## config.mk

```make
export PLATFORM = sky130hd
export DESIGN_NAME = boot_rom_decode_and_leds
export DESIGN_NICKNAME = d
export VERILOG_FILES = /design/src/rtl/boot_decode_pkg.sv /design/src/rtl/activity_stretch.sv /design/src/rtl/boot_rom_decode_and_leds.sv
export SDC_FILE = /design/constraint.sdc
export NUM_CORES = 1
export LEC_CHECK = 0
export BUFFER_PORTS_ARGS = -buffer_cell sky130_fd_sc_hd__buf_2
export CORE_ASPECT_RATIO = 1.4
export CORE_UTILIZATION = 60
export CTS_BUF_LIST = sky130_fd_sc_hd__clkbuf_4
export DETAILED_ROUTE_END_ITERATION = 12
export PLACE_DENSITY_LB_ADDON = 0.1
export SLEW_MARGIN = 15
export SYNTH_ARGS = -nofsm -noshare
export SYNTH_HDL_FRONTEND = slang
export SYNTH_SLANG_ARGS = --single-unit
export TNS_END_PERCENT = 1
```

## constraint.sdc

```tcl
create_clock -name sys_clk -period 3.1 [get_ports sys_clk]
set_input_delay 0.31 -clock sys_clk [delete_from_list [all_inputs] [get_ports sys_clk]]
set_output_delay 0.31 -clock sys_clk [all_outputs]
set_load 0.005 [all_outputs]
```

## src/rtl/boot_decode_pkg.sv

```systemverilog
// Package holding register map, field positions, reset values and timing constants.
// Assumes a 50 MHz system clock and a 32-bit classic Wishbone register bus.
package boot_decode_pkg;

  // Register word offsets; the byte address is four times the index.
  localparam logic [7:0] ROM_BASE_LOW_IDX   = 8'h30;
  localparam logic [7:0] ROM_BASE_HIGH_IDX  = 8'h32;
  localparam logic [7:0] ROM_MASK_LOW_IDX   = 8'h34;
  localparam logic [7:0] ROM_MASK_HIGH_IDX  = 8'h36;
  localparam logic [7:0] IO_BASE_IDX        = 8'h20;
  localparam logic [7:0] STATUS_IDX         = 8'h38;

  // Host address and window geometry.
  localparam int          HOST_ADDR_W       = 20;
  localparam int          ROM_IGNORE_BITS   = 12;
  localparam int          IO_ADDR_W         = 16;
  localparam int          IO_IGNORE_BITS    = 4;
  localparam logic [15:0] IO_BASE_RESET     = 16'h0300;
  localparam logic [15:0] REG_RESET         = 16'h0000;

  // Status register bit positions.
  localparam int ST_ARMED_BIT = 0;
  localparam int ST_LINK_BIT  = 1;
  localparam int ST_TRAF_BIT  = 2;
  localparam int ST_CFG_BIT   = 3;

  // Link pulse is considered lost after this silence, traffic lamp stretched this long.
  localparam int LINK_TIMEOUT_MS    = 50;
  localparam int TRAFFIC_STRETCH_MS = 10;
  localparam int CLK_KHZ            = 50000;
  localparam int LINK_TIMEOUT_CYC   = LINK_TIMEOUT_MS * CLK_KHZ;
  localparam int TRAFFIC_CYC        = TRAFFIC_STRETCH_MS * CLK_KHZ;

  typedef enum logic [1:0] {
    ARM_IDLE = 2'b00,
    ARM_ONE  = 2'b01,
    ARM_DONE = 2'b11
  } arm_state_type;

  typedef struct packed {
    logic [19:0] base;
    logic [19:0] mask;
    logic        armed;
  } rom_decode_type;

endpackage

```

## src/rtl/activity_stretch.sv

```systemverilog
// Pulse stretcher: holds an active-low lamp output for a count after its last event.
// Assumes the event input is already in the sys_clk domain.
`timescale 1ns/1ns
module activity_stretch #(
  parameter int COUNT = 1000
) (
  // Clock and reset.
  input  wire logic sys_clk,
  input  wire logic resetn,
  // Event in, lamp out.
  input  wire logic event_in,
  output logic      lamp_n
);

  logic [31:0] cnt_q;

  always_ff @(posedge sys_clk or negedge resetn) begin
    if (!resetn) begin
      cnt_q <= 32'h0;
    end else if (event_in) begin
      cnt_q <= 32'(COUNT);
    end else if (cnt_q != 32'h0) begin
      cnt_q <= cnt_q - 32'h1;
    end
  end

  always_ff @(posedge sys_clk or negedge resetn) begin
    if (!resetn) begin
      lamp_n <= 1'b1;
    end else begin
      lamp_n <= !(event_in || cnt_q > 32'h1);
    end
  end

endmodule

```

## src/rtl/boot_rom_decode_and_leds.sv

```systemverilog
// Boot ROM address decoder, default I/O window decoder and activity lamps.
// Assumes a classic Wishbone master, ISA address lines and line events arriving asynchronously.
`timescale 1ns/1ns
// Operation
// - Writable 20-bit boot ROM base register
// - Writable boot ROM mask register
// - Low 12 mask bits ignored
// - No select until both registers written
// - Masked address match asserts select low
// - Link lamp active while pulses seen
// - Traffic lamp on transmit, receive, collision
// - Default I/O window 0300h after reset
// - I/O compare ignores lowest 4 bits
module boot_rom_decode_and_leds #(
  parameter int LINK_TIMEOUT = boot_decode_pkg::LINK_TIMEOUT_CYC,
  parameter int TRAFFIC_HOLD = boot_decode_pkg::TRAFFIC_CYC
) (
  // Clock and reset.
  input  wire logic        sys_clk,
  input  wire logic        resetn,
  // Wishbone slave.
  input  wire logic        wb_cyc_i,
  input  wire logic        wb_stb_i,
  input  wire logic        wb_we_i,
  input  wire logic [9:0]  wb_adr_i,
  input  wire logic [3:0]  wb_sel_i,
  input  wire logic [31:0] wb_dat_i,
  output logic [31:0]      wb_dat_o,
  output logic             wb_ack_o,
  output logic             wb_err_o,
  // ISA side.
  input  wire logic [19:0] isa_addr,
  input  wire logic        eeprom_cfg_valid,
  input  wire logic [15:0] eeprom_io_base,
  output logic             boot_rom_select_n,
  output logic             io_window_hit,
  // Line events.
  input  wire logic        link_pulse,
  input  wire logic        tx_active,
  input  wire logic        rx_active,
  input  wire logic        collision,
  output logic             link_indicator_n,
  output logic             traffic_indicator_n
);

  // Two-stage synchronisers for all asynchronous inputs.
  // Each bit is synchronised on its own, so a word in motion may decode wrongly for a cycle;
  // the host must hold its address for longer than the three-edge decode latency.
  localparam int SYNC_W = 20 + 1 + 16 + 4;
  logic [SYNC_W-1:0] sync1_q;
  logic [SYNC_W-1:0] sync2_q;

  always_ff @(posedge sys_clk or negedge resetn) begin
    if (!resetn) begin
      sync1_q <= '0;
      sync2_q <= '0;
    end else begin
      sync1_q <= {isa_addr, eeprom_cfg_valid, eeprom_io_base,
                  link_pulse, tx_active, rx_active, collision};
      sync2_q <= sync1_q;
    end
  end

  logic [19:0] addr_s;
  logic        cfg_s;
  logic [15:0] cfg_base_s;
  logic        link_s;
  logic        tx_s;
  logic        rx_s;
  logic        col_s;
  assign {addr_s, cfg_s, cfg_base_s, link_s, tx_s, rx_s, col_s} = sync2_q;

  // Register bus decode.
  function automatic logic hit(input logic [9:0] adr, input logic [7:0] idx);
    return adr == {idx, 2'b00};
  endfunction

  logic req;
  logic wr;
  logic mapped;
  assign req = wb_cyc_i && wb_stb_i && !wb_ack_o && !wb_err_o;
  assign wr  = req && wb_we_i;
  assign mapped = hit(wb_adr_i, boot_decode_pkg::ROM_BASE_LOW_IDX)
               || hit(wb_adr_i, boot_decode_pkg::ROM_BASE_HIGH_IDX)
               || hit(wb_adr_i, boot_decode_pkg::ROM_MASK_LOW_IDX)
               || hit(wb_adr_i, boot_decode_pkg::ROM_MASK_HIGH_IDX)
               || hit(wb_adr_i, boot_decode_pkg::IO_BASE_IDX)
               || hit(wb_adr_i, boot_decode_pkg::STATUS_IDX);

  // Registers are 16 bits wide in the low lanes; lanes 0 and 1 are honoured.
  function automatic logic [15:0] merge(input logic [15:0] old, input logic [31:0] d,
                                        input logic [3:0] sel);
    return {sel[1] ? d[15:8] : old[15:8], sel[0] ? d[7:0] : old[7:0]};
  endfunction

  // Either half of a word pair counts as loading that pair.
  function automatic logic base_word(input logic [9:0] adr);
    return hit(adr, boot_decode_pkg::ROM_BASE_LOW_IDX)
        || hit(adr, boot_decode_pkg::ROM_BASE_HIGH_IDX);
  endfunction

  function automatic logic mask_word(input logic [9:0] adr);
    return hit(adr, boot_decode_pkg::ROM_MASK_LOW_IDX)
        || hit(adr, boot_decode_pkg::ROM_MASK_HIGH_IDX);
  endfunction

  logic [15:0] base_lo_q;
  logic [15:0] base_hi_q;
  logic [15:0] mask_lo_q;
  logic [15:0] mask_hi_q;
  logic [15:0] io_base_q;
  logic        base_wr_q;
  logic        mask_wr_q;
  logic        io_written_q;

  always_ff @(posedge sys_clk or negedge resetn) begin
    if (!resetn) begin
      base_lo_q <= boot_decode_pkg::REG_RESET;
      base_hi_q <= boot_decode_pkg::REG_RESET;
    end else if (wr && hit(wb_adr_i, boot_decode_pkg::ROM_BASE_LOW_IDX)) begin
      base_lo_q <= merge(base_lo_q, wb_dat_i, wb_sel_i);
    end else if (wr && hit(wb_adr_i, boot_decode_pkg::ROM_BASE_HIGH_IDX)) begin
      base_hi_q <= merge(base_hi_q, wb_dat_i, wb_sel_i);
    end
  end

  always_ff @(posedge sys_clk or negedge resetn) begin
    if (!resetn) begin
      mask_lo_q <= boot_decode_pkg::REG_RESET;
      mask_hi_q <= boot_decode_pkg::REG_RESET;
    end else if (wr && hit(wb_adr_i, boot_decode_pkg::ROM_MASK_LOW_IDX)) begin
      mask_lo_q <= merge(mask_lo_q, wb_dat_i, wb_sel_i);
    end else if (wr && hit(wb_adr_i, boot_decode_pkg::ROM_MASK_HIGH_IDX)) begin
      mask_hi_q <= merge(mask_hi_q, wb_dat_i, wb_sel_i);
    end
  end

  always_ff @(posedge sys_clk or negedge resetn) begin
    if (!resetn) begin
      base_wr_q <= 1'b0;
      mask_wr_q <= 1'b0;
    end else begin
      if (wr && (hit(wb_adr_i, boot_decode_pkg::ROM_BASE_LOW_IDX)
              || hit(wb_adr_i, boot_decode_pkg::ROM_BASE_HIGH_IDX))) begin
        base_wr_q <= 1'b1;
      end
      if (wr && (hit(wb_adr_i, boot_decode_pkg::ROM_MASK_LOW_IDX)
              || hit(wb_adr_i, boot_decode_pkg::ROM_MASK_HIGH_IDX))) begin
        mask_wr_q <= 1'b1;
      end
    end
  end

  // arming state machine
  // Gray steps keep one bit moving, so a read of the armed flag never sees a false state.
  boot_decode_pkg::arm_state_type arm_q;
  boot_decode_pkg::arm_state_type arm_d;
  logic                           base_wr_now;
  logic                           mask_wr_now;
  assign base_wr_now = wr && base_word(wb_adr_i);
  assign mask_wr_now = wr && mask_word(wb_adr_i);

  always_comb begin
    arm_d = arm_q;
    case (arm_q)
      boot_decode_pkg::ARM_IDLE: begin
        if (base_wr_now || mask_wr_now) begin
          arm_d = boot_decode_pkg::ARM_ONE;
        end
      end
      boot_decode_pkg::ARM_ONE: begin
        if ((base_wr_q && mask_wr_now) || (mask_wr_q && base_wr_now)) begin
          arm_d = boot_decode_pkg::ARM_DONE;
        end
      end
      boot_decode_pkg::ARM_DONE: begin
        arm_d = boot_decode_pkg::ARM_DONE;
      end
      default: begin
        arm_d = boot_decode_pkg::ARM_IDLE;
      end
    endcase
  end

  always_ff @(posedge sys_clk or negedge resetn) begin
    if (!resetn) begin
      arm_q <= boot_decode_pkg::ARM_IDLE;
    end else begin
      arm_q <= arm_d;
    end
  end

  // I/O base: an EEPROM configuration replaces the default until software writes it, and a software write always wins.
  always_ff @(posedge sys_clk or negedge resetn) begin
    if (!resetn) begin
      io_written_q <= 1'b0;
      io_base_q    <= boot_decode_pkg::IO_BASE_RESET;
    end else if (wr && hit(wb_adr_i, boot_decode_pkg::IO_BASE_IDX)) begin
      io_written_q <= 1'b1;
      io_base_q    <= merge(io_base_q, wb_dat_i, wb_sel_i);
    end else if (cfg_s && !io_written_q) begin
      io_base_q    <= cfg_base_s;
    end
  end

  // Decode, with values carried together.
  boot_decode_pkg::rom_decode_type dec;
  assign dec.base  = {base_hi_q[3:0], base_lo_q};
  assign dec.mask  = {mask_hi_q[3:0], mask_lo_q[15:12], 12'h000};
  assign dec.armed = arm_q == boot_decode_pkg::ARM_DONE;

  logic rom_match;
  assign rom_match = ((addr_s ^ dec.base) & dec.mask) == 20'h00000;

  always_ff @(posedge sys_clk or negedge resetn) begin
    if (!resetn) begin
      boot_rom_select_n <= 1'b1;
    end else begin
      boot_rom_select_n <= !(dec.armed && rom_match);
    end
  end

  always_ff @(posedge sys_clk or negedge resetn) begin
    if (!resetn) begin
      io_window_hit <= 1'b0;
    end else begin
      io_window_hit <= addr_s[15:4] == io_base_q[15:4];
    end
  end

  activity_stretch #(
    .COUNT(LINK_TIMEOUT)
  ) u_link (
    .sys_clk (sys_clk),
    .resetn  (resetn),
    .event_in(link_s),
    .lamp_n  (link_indicator_n)
  );

  activity_stretch #(
    .COUNT(TRAFFIC_HOLD)
  ) u_traffic (
    .sys_clk (sys_clk),
    .resetn  (resetn),
    .event_in(tx_s || rx_s || col_s),
    .lamp_n  (traffic_indicator_n)
  );

  // Bus answer: one cycle after the request is seen, ack or err for one cycle.
  always_ff @(posedge sys_clk or negedge resetn) begin
    if (!resetn) begin
      wb_ack_o <= 1'b0;
      wb_err_o <= 1'b0;
    end else begin
      wb_ack_o <= req && mapped;
      wb_err_o <= req && !mapped;
    end
  end

  always_ff @(posedge sys_clk or negedge resetn) begin
    if (!resetn) begin
      wb_dat_o <= 32'h0;
    end else if (req && !wb_we_i) begin
      if (hit(wb_adr_i, boot_decode_pkg::ROM_BASE_LOW_IDX)) begin
        wb_dat_o <= {16'h0, base_lo_q};
      end else if (hit(wb_adr_i, boot_decode_pkg::ROM_BASE_HIGH_IDX)) begin
        wb_dat_o <= {16'h0, base_hi_q};
      end else if (hit(wb_adr_i, boot_decode_pkg::ROM_MASK_LOW_IDX)) begin
        wb_dat_o <= {16'h0, mask_lo_q};
      end else if (hit(wb_adr_i, boot_decode_pkg::ROM_MASK_HIGH_IDX)) begin
        wb_dat_o <= {16'h0, mask_hi_q};
      end else if (hit(wb_adr_i, boot_decode_pkg::IO_BASE_IDX)) begin
        wb_dat_o <= {16'h0, io_base_q};
      end else if (hit(wb_adr_i, boot_decode_pkg::STATUS_IDX)) begin
        wb_dat_o <= {28'h0, cfg_s, !traffic_indicator_n, !link_indicator_n, dec.armed};
      end else begin
        wb_dat_o <= 32'h0;
      end
    end
  end

  // Checks.
  select_unarmed_a: assert property (@(posedge sys_clk) disable iff (!resetn)
    !dec.armed |=> boot_rom_select_n)
    else $error("boot ROM selected before both registers written");
  select_match_a: assert property (@(posedge sys_clk) disable iff (!resetn)
    dec.armed && rom_match |=> !boot_rom_select_n)
    else $error("select missing on masked match");
  select_miss_a: assert property (@(posedge sys_clk) disable iff (!resetn)
    !rom_match |=> boot_rom_select_n)
    else $error("select asserted without match");
  mask_low_a: assert property (@(posedge sys_clk) disable iff (!resetn)
    dec.armed && (((addr_s[19:12] ^ dec.base[19:12]) & {mask_hi_q[3:0], mask_lo_q[15:12]})
    == 8'h00) |=> !boot_rom_select_n)
    else $error("low address or mask bits used in compare");
  base_write_a: assert property (@(posedge sys_clk) disable iff (!resetn)
    wr && hit(wb_adr_i, boot_decode_pkg::ROM_BASE_LOW_IDX) && wb_sel_i[1:0] == 2'b11
    |=> base_lo_q == $past(wb_dat_i[15:0]))
    else $error("base low word not stored");
  mask_write_a: assert property (@(posedge sys_clk) disable iff (!resetn)
    wr && hit(wb_adr_i, boot_decode_pkg::ROM_MASK_HIGH_IDX) && wb_sel_i[1:0] == 2'b11
    |=> mask_hi_q == $past(wb_dat_i[15:0]) ##1 mask_wr_q)
    else $error("mask high word not stored");
  link_lamp_a: assert property (@(posedge sys_clk) disable iff (!resetn)
    link_s |=> !link_indicator_n)
    else $error("link lamp off while pulses seen");
  traffic_lamp_a: assert property (@(posedge sys_clk) disable iff (!resetn)
    (tx_s || rx_s || col_s) |=> !traffic_indicator_n)
    else $error("traffic lamp off during activity");
  io_window_a: assert property (@(posedge sys_clk) disable iff (!resetn)
    addr_s[15:4] == io_base_q[15:4] |=> io_window_hit)
    else $error("I/O window miss on aligned match");
  io_default_a: assert property (@(posedge sys_clk) disable iff (!resetn)
    !io_written_q && !cfg_s && $stable(cfg_s) |-> io_base_q == 16'h0300)
    else $error("default I/O base lost");
  cfg_base_a: assert property (@(posedge sys_clk) disable iff (!resetn)
    cfg_s && !io_written_q && !(wr && hit(wb_adr_i, boot_decode_pkg::IO_BASE_IDX))
    |=> io_base_q == $past(cfg_base_s))
    else $error("configured I/O base not taken");
  io_miss_a: assert property (@(posedge sys_clk) disable iff (!resetn)
    addr_s[15:4] != io_base_q[15:4] |=> !io_window_hit)
    else $error("I/O window hit without aligned match");
  select_armed_a: assert property (@(posedge sys_clk) disable iff (!resetn)
    $fell(boot_rom_select_n) |-> $past(dec.armed))
    else $error("select fell while decode unarmed");
  arm_hold_a: assert property (@(posedge sys_clk) disable iff (!resetn)
    dec.armed |=> dec.armed)
    else $error("decode disarmed without reset");

  arm_c: cover property (@(posedge sys_clk) disable iff (!resetn) $rose(dec.armed));
  select_c: cover property (@(posedge sys_clk) disable iff (!resetn) $fell(boot_rom_select_n));
  err_c: cover property (@(posedge sys_clk) disable iff (!resetn) wb_err_o);
  traffic_c: cover property (@(posedge sys_clk) disable iff (!resetn) $fell(traffic_indicator_n));
  io_c: cover property (@(posedge sys_clk) disable iff (!resetn) $rose(io_window_hit));

endmodule

```

==> impl_metrics.csv, run 1 <==
group,metric,value,unit
setup_path,worst_ep_required_time,3.62,ns
clock_tree,cts-root-buf,"clkbuf_4",
hold_path,hp-class,"primary input to register",
setup_path,timing.rr.start,"u_link.cnt_q[0]",
clock_tree,cts_max_path_buffers,3,
global_route,overflow,0,
layout,fillCellCount,1244,
global_route,grt_pass1_wl,40.2,mm
placed_design,dp_hpwl,15.8,mm
timing,slew_violations,0,
clock_tree,insertion_delay,0.69,ns
floorplanning,die_h,159,microns
floorplanning,die_w,114,microns
synthesis,avgSynthCellArea,12.4,sq um
synthesis,synth_top_family_by_area,"simple AND/OR/NAND/NOR gates",
power,pwr-share-seq,53.2,%
clock_tree,cts_max_level,2,
floorplanning,io_pins,130,
placed_design,place_congestion,0.897,
timing,setup_violations,0,
layout,drive_above_1_share,29.8,%
setup_path,arrival,3.12,ns
setup_path,cp_num_buf_inv,1,
power,p_per_area,509,nW/um^2
power,total_power,0.00641,W
outcome,status,"completed",
synthesis,synth_edf_count,0,
clock_tree,cts-resized-gates,0,
global_route,antenna_found_initial,1,
synthesis,synth_cell_types,75,
floorplanning,core_area,17300,sq um
timing,worst_pin_slew,1.08,ns
clock_tree,clk_pin_slew,0.07,ns
setup_path,ff2ff_path_depth,7,
hold_path,min_from,"wb_adr_i[4]",
synthesis,yosysWarnings,0,
hold_path,hold_depth,2,
drt,route.layer.met1.wl,9.42,mm
layout,syn_to_final_growth,18.6,%
timing,max_freq,0.385,GHz
synthesis,syn_area,10600,sq um
synthesis,synthAdderAreaFrac,0.471,%
drt,wl_met2,13.1,mm
floorplanning,die-area,18200,sq um
setup_path,r2r_slack,0.50,ns
setup_path,slowest_delay,0.53,ns
power,internal-power,0.00483,W
setup_path,crit_family,"simple AND/OR/NAND/NOR gates",
synthesis,synthSimpleGateAreaFrac,14.0,%
drt,drt_iter0_markers,448,
timing,rsz0062_at_grt,"false",
timing,slew-limit-headroom,27.8,%
drt,num_vias,7631,
drt,top_layer_used,"met4",
setup_path,r2r-end,"u_link.cnt_q[21]",
setup_path,start_kind,"register",
global_route,grt_max_degree,105,
synthesis,synth_compound_area_share,11.3,%
power,peakVddDrop,377,uV
synthesis,synth-xor-area-share,3.79,%
timing,skew,0.0555,ns
global_route,grt_pass1_vias,8234,
synthesis,synthFlopType,"dfrtp_1",
synthesis,ys_async_sr_fraction,100,%
synthesis,netlist_instances,856,
setup_path,end_kind,"register",
flow_run,maxCapViolations,0,
clock_tree,hold_buffers,57,
timing,finalCriticalPeriod,2.60,ns
synthesis,synth_seq_area_share,57.8,%
setup_path,crit_fanout,12,
drt,wl_per_cell,18.4,microns
synthesis,ys_ff_latch,245,
power,netSwitchingPower,0.00159,W
synthesis,synth_mux_area_share,9.84,%
timing,min_period_over_period,83.8,%
drt,wl_met3,1.25,mm
hold_path,min_to,"base_wr_q",
floorplanning,num_rows,57,
drt,firstDrtPassIters,5,
layout,fin_nets,1141,
clock_tree,cts_buffers,57,
timing,setup_tns,0,ns
setup_path,crit_chain,"inv_1 > ha_1 > nor3b_1 > nand4_2 > o31ai_4 > nor3_1 > or3b_1",
clock_tree,cts_tree,"built",
drt,vias_per_cell,5.77,
drt,drt.antenna.violating_nets,0,
setup_path,critical_path_class,"register to register",
drt,remaining_drc_errors,0,
power,leakage,5.59,nW
drt,drt-total-wl,24.4,mm
clock_tree,cts_sinks,245,
timing,finalHoldViolations,0,
setup_path,cpMaxStageDelayCell,"o31ai_4",
global_route,gr-usage-all-layers,28.0,%
placed_design,port_buffers,91,
clock_tree,postCtsSetupRepairBufs,0,
floorplanning,start_util,61.3,%
power,clkPwrFrac,39.1,%
power,pwr-share-comb,7.7,%
power,netSwitchingFraction,24.7,%
-- cell usage in the layout, fill, tap and decap left out, drive strengths merged, types with 8 or more instances in the layout --
| master | n |
|---|---|
| nand3 | 19 |
| o31ai | 9 |
| dlygate4sd3 | 57 |
| clkbuf | 81 |
| o22a | 16 |
| a222oi | 13 |
| buf | 106 |
| nand2 | 37 |
| xnor2 | 30 |
| nand4 | 11 |
| o21a | 18 |
| mux2 | 91 |
| nor3 | 25 |
| conb | 16 |
| dfrtp | 240 |
| a21oi | 40 |
| or4 | 11 |
| inv | 8 |
| clkinv | 15 |
| nor4 | 27 |
| or3 | 12 |
| xor2 | 16 |
| nor2 | 72 |
| o21ai | 16 |
-- flip-flops by register name, summed over array words and instances (netlist names) --
name,cells
base_lo_q,16
u_link.cnt_q,32
u_traffic.lamp_n,1
sync2_q,37
sync1_q,37
mask_lo_q,16
wb_dat_o,16
base_hi_q,16
base_wr_q,1
mask_wr_q,1
arm_q,2
io_window_hit,1
boot_rom_select_n,1
io_base_q,16
wb_err_o,1
u_traffic.cnt_q,32
u_link.lamp_n,1
io_written_q,1
mask_hi_q,16
wb_ack_o,1
-- per-layer routing --
metal	track usage [%]	up-vias
met5	0	-
met4	11.0	0
met3	5.79	53
met2	50.1	224
met1	32.4	3820
li1	-	3534
-- worst max path at each step --
stage	slack, ns	to	from	cells after the start
floorplan	0.94	u_link.cnt_q[21]	u_link.cnt_q[0]	8
global placement	0.68	u_link.cnt_q[21]	u_link.cnt_q[0]	7
detailed placement	0.52	u_link.cnt_q[21]	u_link.cnt_q[0]	7
CTS	0.52	u_link.cnt_q[21]	u_link.cnt_q[0]	7
global route	0.26	u_link.cnt_q[21]	u_link.cnt_q[0]	7
finish	0.50	u_link.cnt_q[21]	u_link.cnt_q[0]	7
-- cell usage after synthesis (all sizes together), types with 3 or more instances --
| library cell | instances | share of area, % |
|---|---|---|
| nand2b | 6 | 0.35 |
| a211oi | 7 | 0.49 |
| inv | 6 | 0.21 |
| and3 | 3 | 0.18 |
| o32a | 3 | 0.28 |
| or3b | 4 | 0.33 |
| buf | 33 | 2.0 |
| nor3 | 25 | 1.6 |
| or3 | 12 | 0.71 |
| nand3 | 19 | 0.90 |
| a31oi | 3 | 0.24 |
| nor3b | 3 | 0.21 |
| mux2 | 91 | 9.7 |
| o211ai | 3 | 0.26 |
| ha | 4 | 0.47 |
| o21ai | 16 | 0.75 |
| a222oi | 13 | 1.2 |
| nor4 | 27 | 2.3 |
| clkbuf | 15 | 0.53 |
| dfrtp | 240 | 57 |
| o31ai | 9 | 0.90 |
| xor2 | 16 | 1.3 |
| nor2 | 72 | 2.7 |
| o22a | 16 | 1.3 |
| a21o | 7 | 0.49 |
| and4 | 5 | 0.44 |
| o21a | 18 | 1.3 |
| nand4 | 11 | 0.71 |
| nor2b | 6 | 0.35 |
| dfstp | 5 | 1.2 |
| a2bb2oi | 3 | 0.25 |
| xnor2 | 30 | 2.5 |
| a221o | 4 | 0.38 |
| a21oi | 40 | 1.9 |
| and2 | 6 | 0.35 |
| nand2 | 37 | 1.4 |
| or4 | 11 | 0.85 |
| o41ai | 4 | 0.33 |
-- worst reg2reg max path, cell delays in order (launching register included) --
cell and delay (ns):
dfrtp_1 0.44, inv_1 0.14, ha_1 0.24, nor3b_1 0.38
nand4_2 0.28, o31ai_4 0.53, nor3_1 0.10, or3b_1 0.37
-- stage by stage --
stage / hold WS [ns] / worst slack (ns) / utilization, % / area, sq um / std cells
after floorplan: 0.0144 / 0.935 / - / 10700 / 871
after global placement: 0.333 / 0.677 / 65.2 / 11300 / 1165
after global routing: 0.0309 / 0.255 / 72.6 / 12600 / 1323
after detailed placement: 0.335 / 0.524 / 65.2 / 11300 / 1165
after CTS: 0.0312 / 0.520 / 72.6 / 12600 / 1322
final: 0.0585 / 0.504 / 72.6 / 12600 / 1323
-- layout make-up --
class | count | area (sq um) | area share (%)
flip-flops and latches | 245 | 6140 | 48.7
multi-input cells | 572 | 4240 | 33.7
well taps | 236 | 295 | 2.35
clock inverters | 19 | 106 | 0.845
clock buffers | 81 | 608 | 4.83
repair buffers | 163 | 1170 | 9.32
diodes | 1 | 2.50 | 0.0199
inverters | 6 | 22.5 | 0.179
-- power by group through the flow --
stage / clock (W) / combinational (W) / sequential, W
after floorplan: 0 / 0.000236 / 0.00344
after global placement: 0 / 0.000422 / 0.00346
after detailed placement: 0 / 0.000436 / 0.00347
after CTS: 0.00257 / 0.000496 / 0.00341
after global routing: 0.00276 / 0.000549 / 0.00342
final: 0.00251 / 0.000494 / 0.00341
-- kinds of logic after synthesis --
family	count (synthesis)
simple gates	253
mux	93
xor+xnor	46
other cells	1
flops	245
buf+inv	54
fa+ha+maj	4
compound gates	160
(Power assumes the default switching activity.)
==> run 2: changes to the inputs <==
- ABC_AREA: unset -> 1
- CORE_UTILIZATION: 60 -> 61
- clock period: 3.1 -> 2.55 ns (I/O delays scaled with it)
==> run 2 against run 1 <==
Compared with the run above: wire length increased by 8.2%; clock skew decreased by 0.026 ns; area after synthesis increased by 5.7%; register-to-register slack got worse by 0.21 ns; critical path depth increased by 1; final area increased by 4.1%; die area increased by 3.9%; combinational power increased by 19%.
==> impl_metrics.csv, run 2 <==
group,metric,value,unit
timing,setup_tns,0,ns
global_route,overflow,0,
drt,vias_per_cell,5.22,
layout,final_cell_mix,"nand2_1 (271), dfrtp_1 (240), nor2_1 (174)",
floorplanning,die_w,117,microns
power,leakage,6.26,nW
synthesis,syn_area,11200,sq um
floorplanning,die-area,18900,sq um
timing,rsz0062_at_grt,"false",
drt,drt.antenna.violating_nets,0,
global_route,grt_pass1_vias,9051,
outcome,status,"completed",
layout,syn_to_final_growth,16.7,%
drt,num_vias,9114,
synthesis,netlist_instances,1279,
timing,min_period_over_period,88.4,%
synthesis,synth_compound_area_share,8.82,%
hold_path,hp-class,"primary input to register",
global_route,grt_pass1_wl,42.9,mm
timing,worst_pin_slew,0.734,ns
floorplanning,io_pins,130,
timing,setup_violations,0,
synthesis,ys_ff_latch,245,
timing,worst_hold_slack,0.0728,ns
synthesis,synth_mux_area_share,0,%
synthesis,synth_seq_area_share,54.7,%
drt,drt-total-wl,26.3,mm
synthesis,synthSimpleGateAreaFrac,25.8,%
power,netSwitchingFraction,25.5,%
layout,fin_nets,1559,
synthesis,synth_top_family_by_area,"simple AND/OR/NAND/NOR gates",
placed_design,port_buffers,91,
power,clkPwrFrac,39.0,%
synthesis,synthAdderAreaFrac,0.446,%
synthesis,synth_cell_types,43,
clock_tree,cts_tree,"built",
timing,skew,0.0295,ns
floorplanning,num_rows,58,
global_route,antenna_found_initial,1,
setup_path,crit_family,"simple AND/OR/NAND/NOR gates",
power,peakVddDrop,407,uV
drt,wl_per_cell,15.1,microns
setup_path,crit_fanout,16,
timing,slew_violations,0,
power,netSwitchingPower,0.00195,W
clock_tree,cts_max_level,2,
clock_tree,postCtsSetupRepairBufs,0,
global_route,grt_max_degree,71,
layout,layout_commonest_cell,"nand2_1",
synthesis,synth_area_leaders,"dfrtp_1 (54%), nand2_1 (9.1%), nor2_1 (5.8%), o21ai_1 (3.3%), inv_1 (3.2%)",
placed_design,dp_hpwl,18.3,mm
setup_path,start_kind,"register",
synthesis,synth_common_cells,"nand2_1 (271), dfrtp_1 (240), nor2_1 (174)",
clock_tree,clk_pin_slew,0.08,ns
placed_design,place_congestion,0.926,
timing,finalCriticalPeriod,2.26,ns
power,internal-power,0.00569,W
synthesis,ys_async_sr_fraction,100,%
power,pwr-share-comb,7.7,%
floorplanning,die_h,162,microns
power,pwr-share-seq,53.3,%
drt,remaining_drc_errors,0,
synthesis,synth_area_leader_cell,"dfrtp_1",
clock_tree,hold_buffers,56,
floorplanning,start_util,62.3,%
clock_tree,cts_max_path_buffers,3,
layout,reg_top3,"sync1_q x37, sync2_q x37",
global_route,gr-usage-all-layers,29.3,%
timing,finalHoldViolations,0,
synthesis,synth-xor-area-share,3.75,%
synthesis,synth_top_area_share,53.5,%
clock_tree,cts_sinks,245,
power,p_per_area,583,nW/um^2
clock_tree,cts-root-buf,"clkbuf_4",
timing,max_freq,0.443,GHz
setup_path,cp_num_buf_inv,2,
timing,slew-limit-headroom,51.1,%
flow_run,maxCapViolations,0,
clock_tree,cts-resized-gates,0,
synthesis,synth_edf_count,0,
drt,drt_iter0_markers,457,
layout,drive_above_1_share,17.6,%
setup_path,critical_path_class,"register to register",
setup_path,cp_common_cell,"nand2_1",
setup_path,worst_ep_required_time,3.05,ns
setup_path,arrival,2.76,ns
synthesis,synthFlopType,"dfrtp_1",
synthesis,synth.most_common_cell,"nand2_1",
floorplanning,core_area,18000,sq um
clock_tree,cts_buffers,55,
setup_path,end_kind,"register",
setup_path,cpMaxStageDelayCell,"dfrtp_1",
drt,firstDrtPassIters,5,
layout,fillCellCount,1443,
synthesis,yosysWarnings,0,
clock_tree,insertion_delay,0.67,ns
setup_path,slowest_delay,0.43,ns
setup_path,crit_chain,"inv_1 > ha_1 > nand2_1 > nor2_1 > nand2_1 > nor3_2 > buf_4 > nor3_1",
synthesis,avgSynthCellArea,8.77,sq um
run 2: metrics by stage:
step           total power (W)  util [%]  instance area [sq um]  setup slack (ns)  cells
2_1_floorplan          0.00441         -                  11300             0.795   1294
3_3_place_gp           0.00465      65.9                  11900             0.372   1590
3_5_place_dp           0.00466      65.9                  11900             0.341   1590
4_1_cts                0.00770      72.8                  13100             0.342   1744
5_1_grt                0.00801      72.8                  13100             0.198   1745
6_report               0.00764      72.8                  13100             0.295   1745
run 2: layout make-up:
cell class | instances | area [sq um] | area share (%)
inverter | 106 | 400 | 3.06
tap | 240 | 300 | 2.29
timing repair buffer | 162 | 1160 | 8.88
clock inverter | 24 | 121 | 0.926
antenna | 1 | 2.50 | 0.0191
multi-input combinational | 893 | 4420 | 33.7
clock buffer | 74 | 556 | 4.24
sequential | 245 | 6140 | 46.8
run 2: cells by family (layout without fill, tap and decap cells):
logic type / count (synthesis) / in the layout
XOR/XNOR: 48 / 48
other: 1 / 17
AND/OR/NAND/NOR: 643 / 643
adder cells (fa/ha/maj): 4 / 4
AO/OA/AOI/OAI: 182 / 182
flip-flops: 245 / 245
buffers and inverters: 156 / 366
run 2: worst reg2reg max path: cells and delay by family (launching register included):
family,cells,cell delay (ns)
and+or+nand+nor,5,0.92
DFF,1,0.43
adders and majority gates,1,0.30
buffers and inverters,2,0.45
run 2: layer usage:
layer	track usage [%]	share of wire, %	up-vias
met3	5.06	4.6	74
met4	13.4	3.7	0
met5	0	0	-
met1	34.7	40	4238
li1	-	-	4521
met2	51.3	51	281
run 2: path summary, 6_finish.rpt:
path,startpoint,endpoint,slack [ns],depth (start not counted)
worst max-delay path,u_link.cnt_q[0],u_link.cnt_q[22],0.29,8
worst min-delay path,wb_we_i,wb_dat_o[0],0.07,5
worst max register to register,u_link.cnt_q[0],u_link.cnt_q[22],0.29,8
worst min register to register,sync1_q[20],sync2_q[20],0.35,0
max in group asynchronous,resetn,sync1_q[37],1.56,3
min in group asynchronous,resetn,wb_dat_o[3],0.16,2
run 2: power groups by stage:
stage | sequential (W) | clock [W] | combinational [W]
global placement | 0.00414 | 0 | 0.000511
floorplan | 0.00413 | 0 | 0.000278
finish | 0.00407 | 0.00298 | 0.000589
CTS | 0.00407 | 0.00304 | 0.000590
global route | 0.00408 | 0.00326 | 0.000665
detailed placement | 0.00414 | 0 | 0.000520
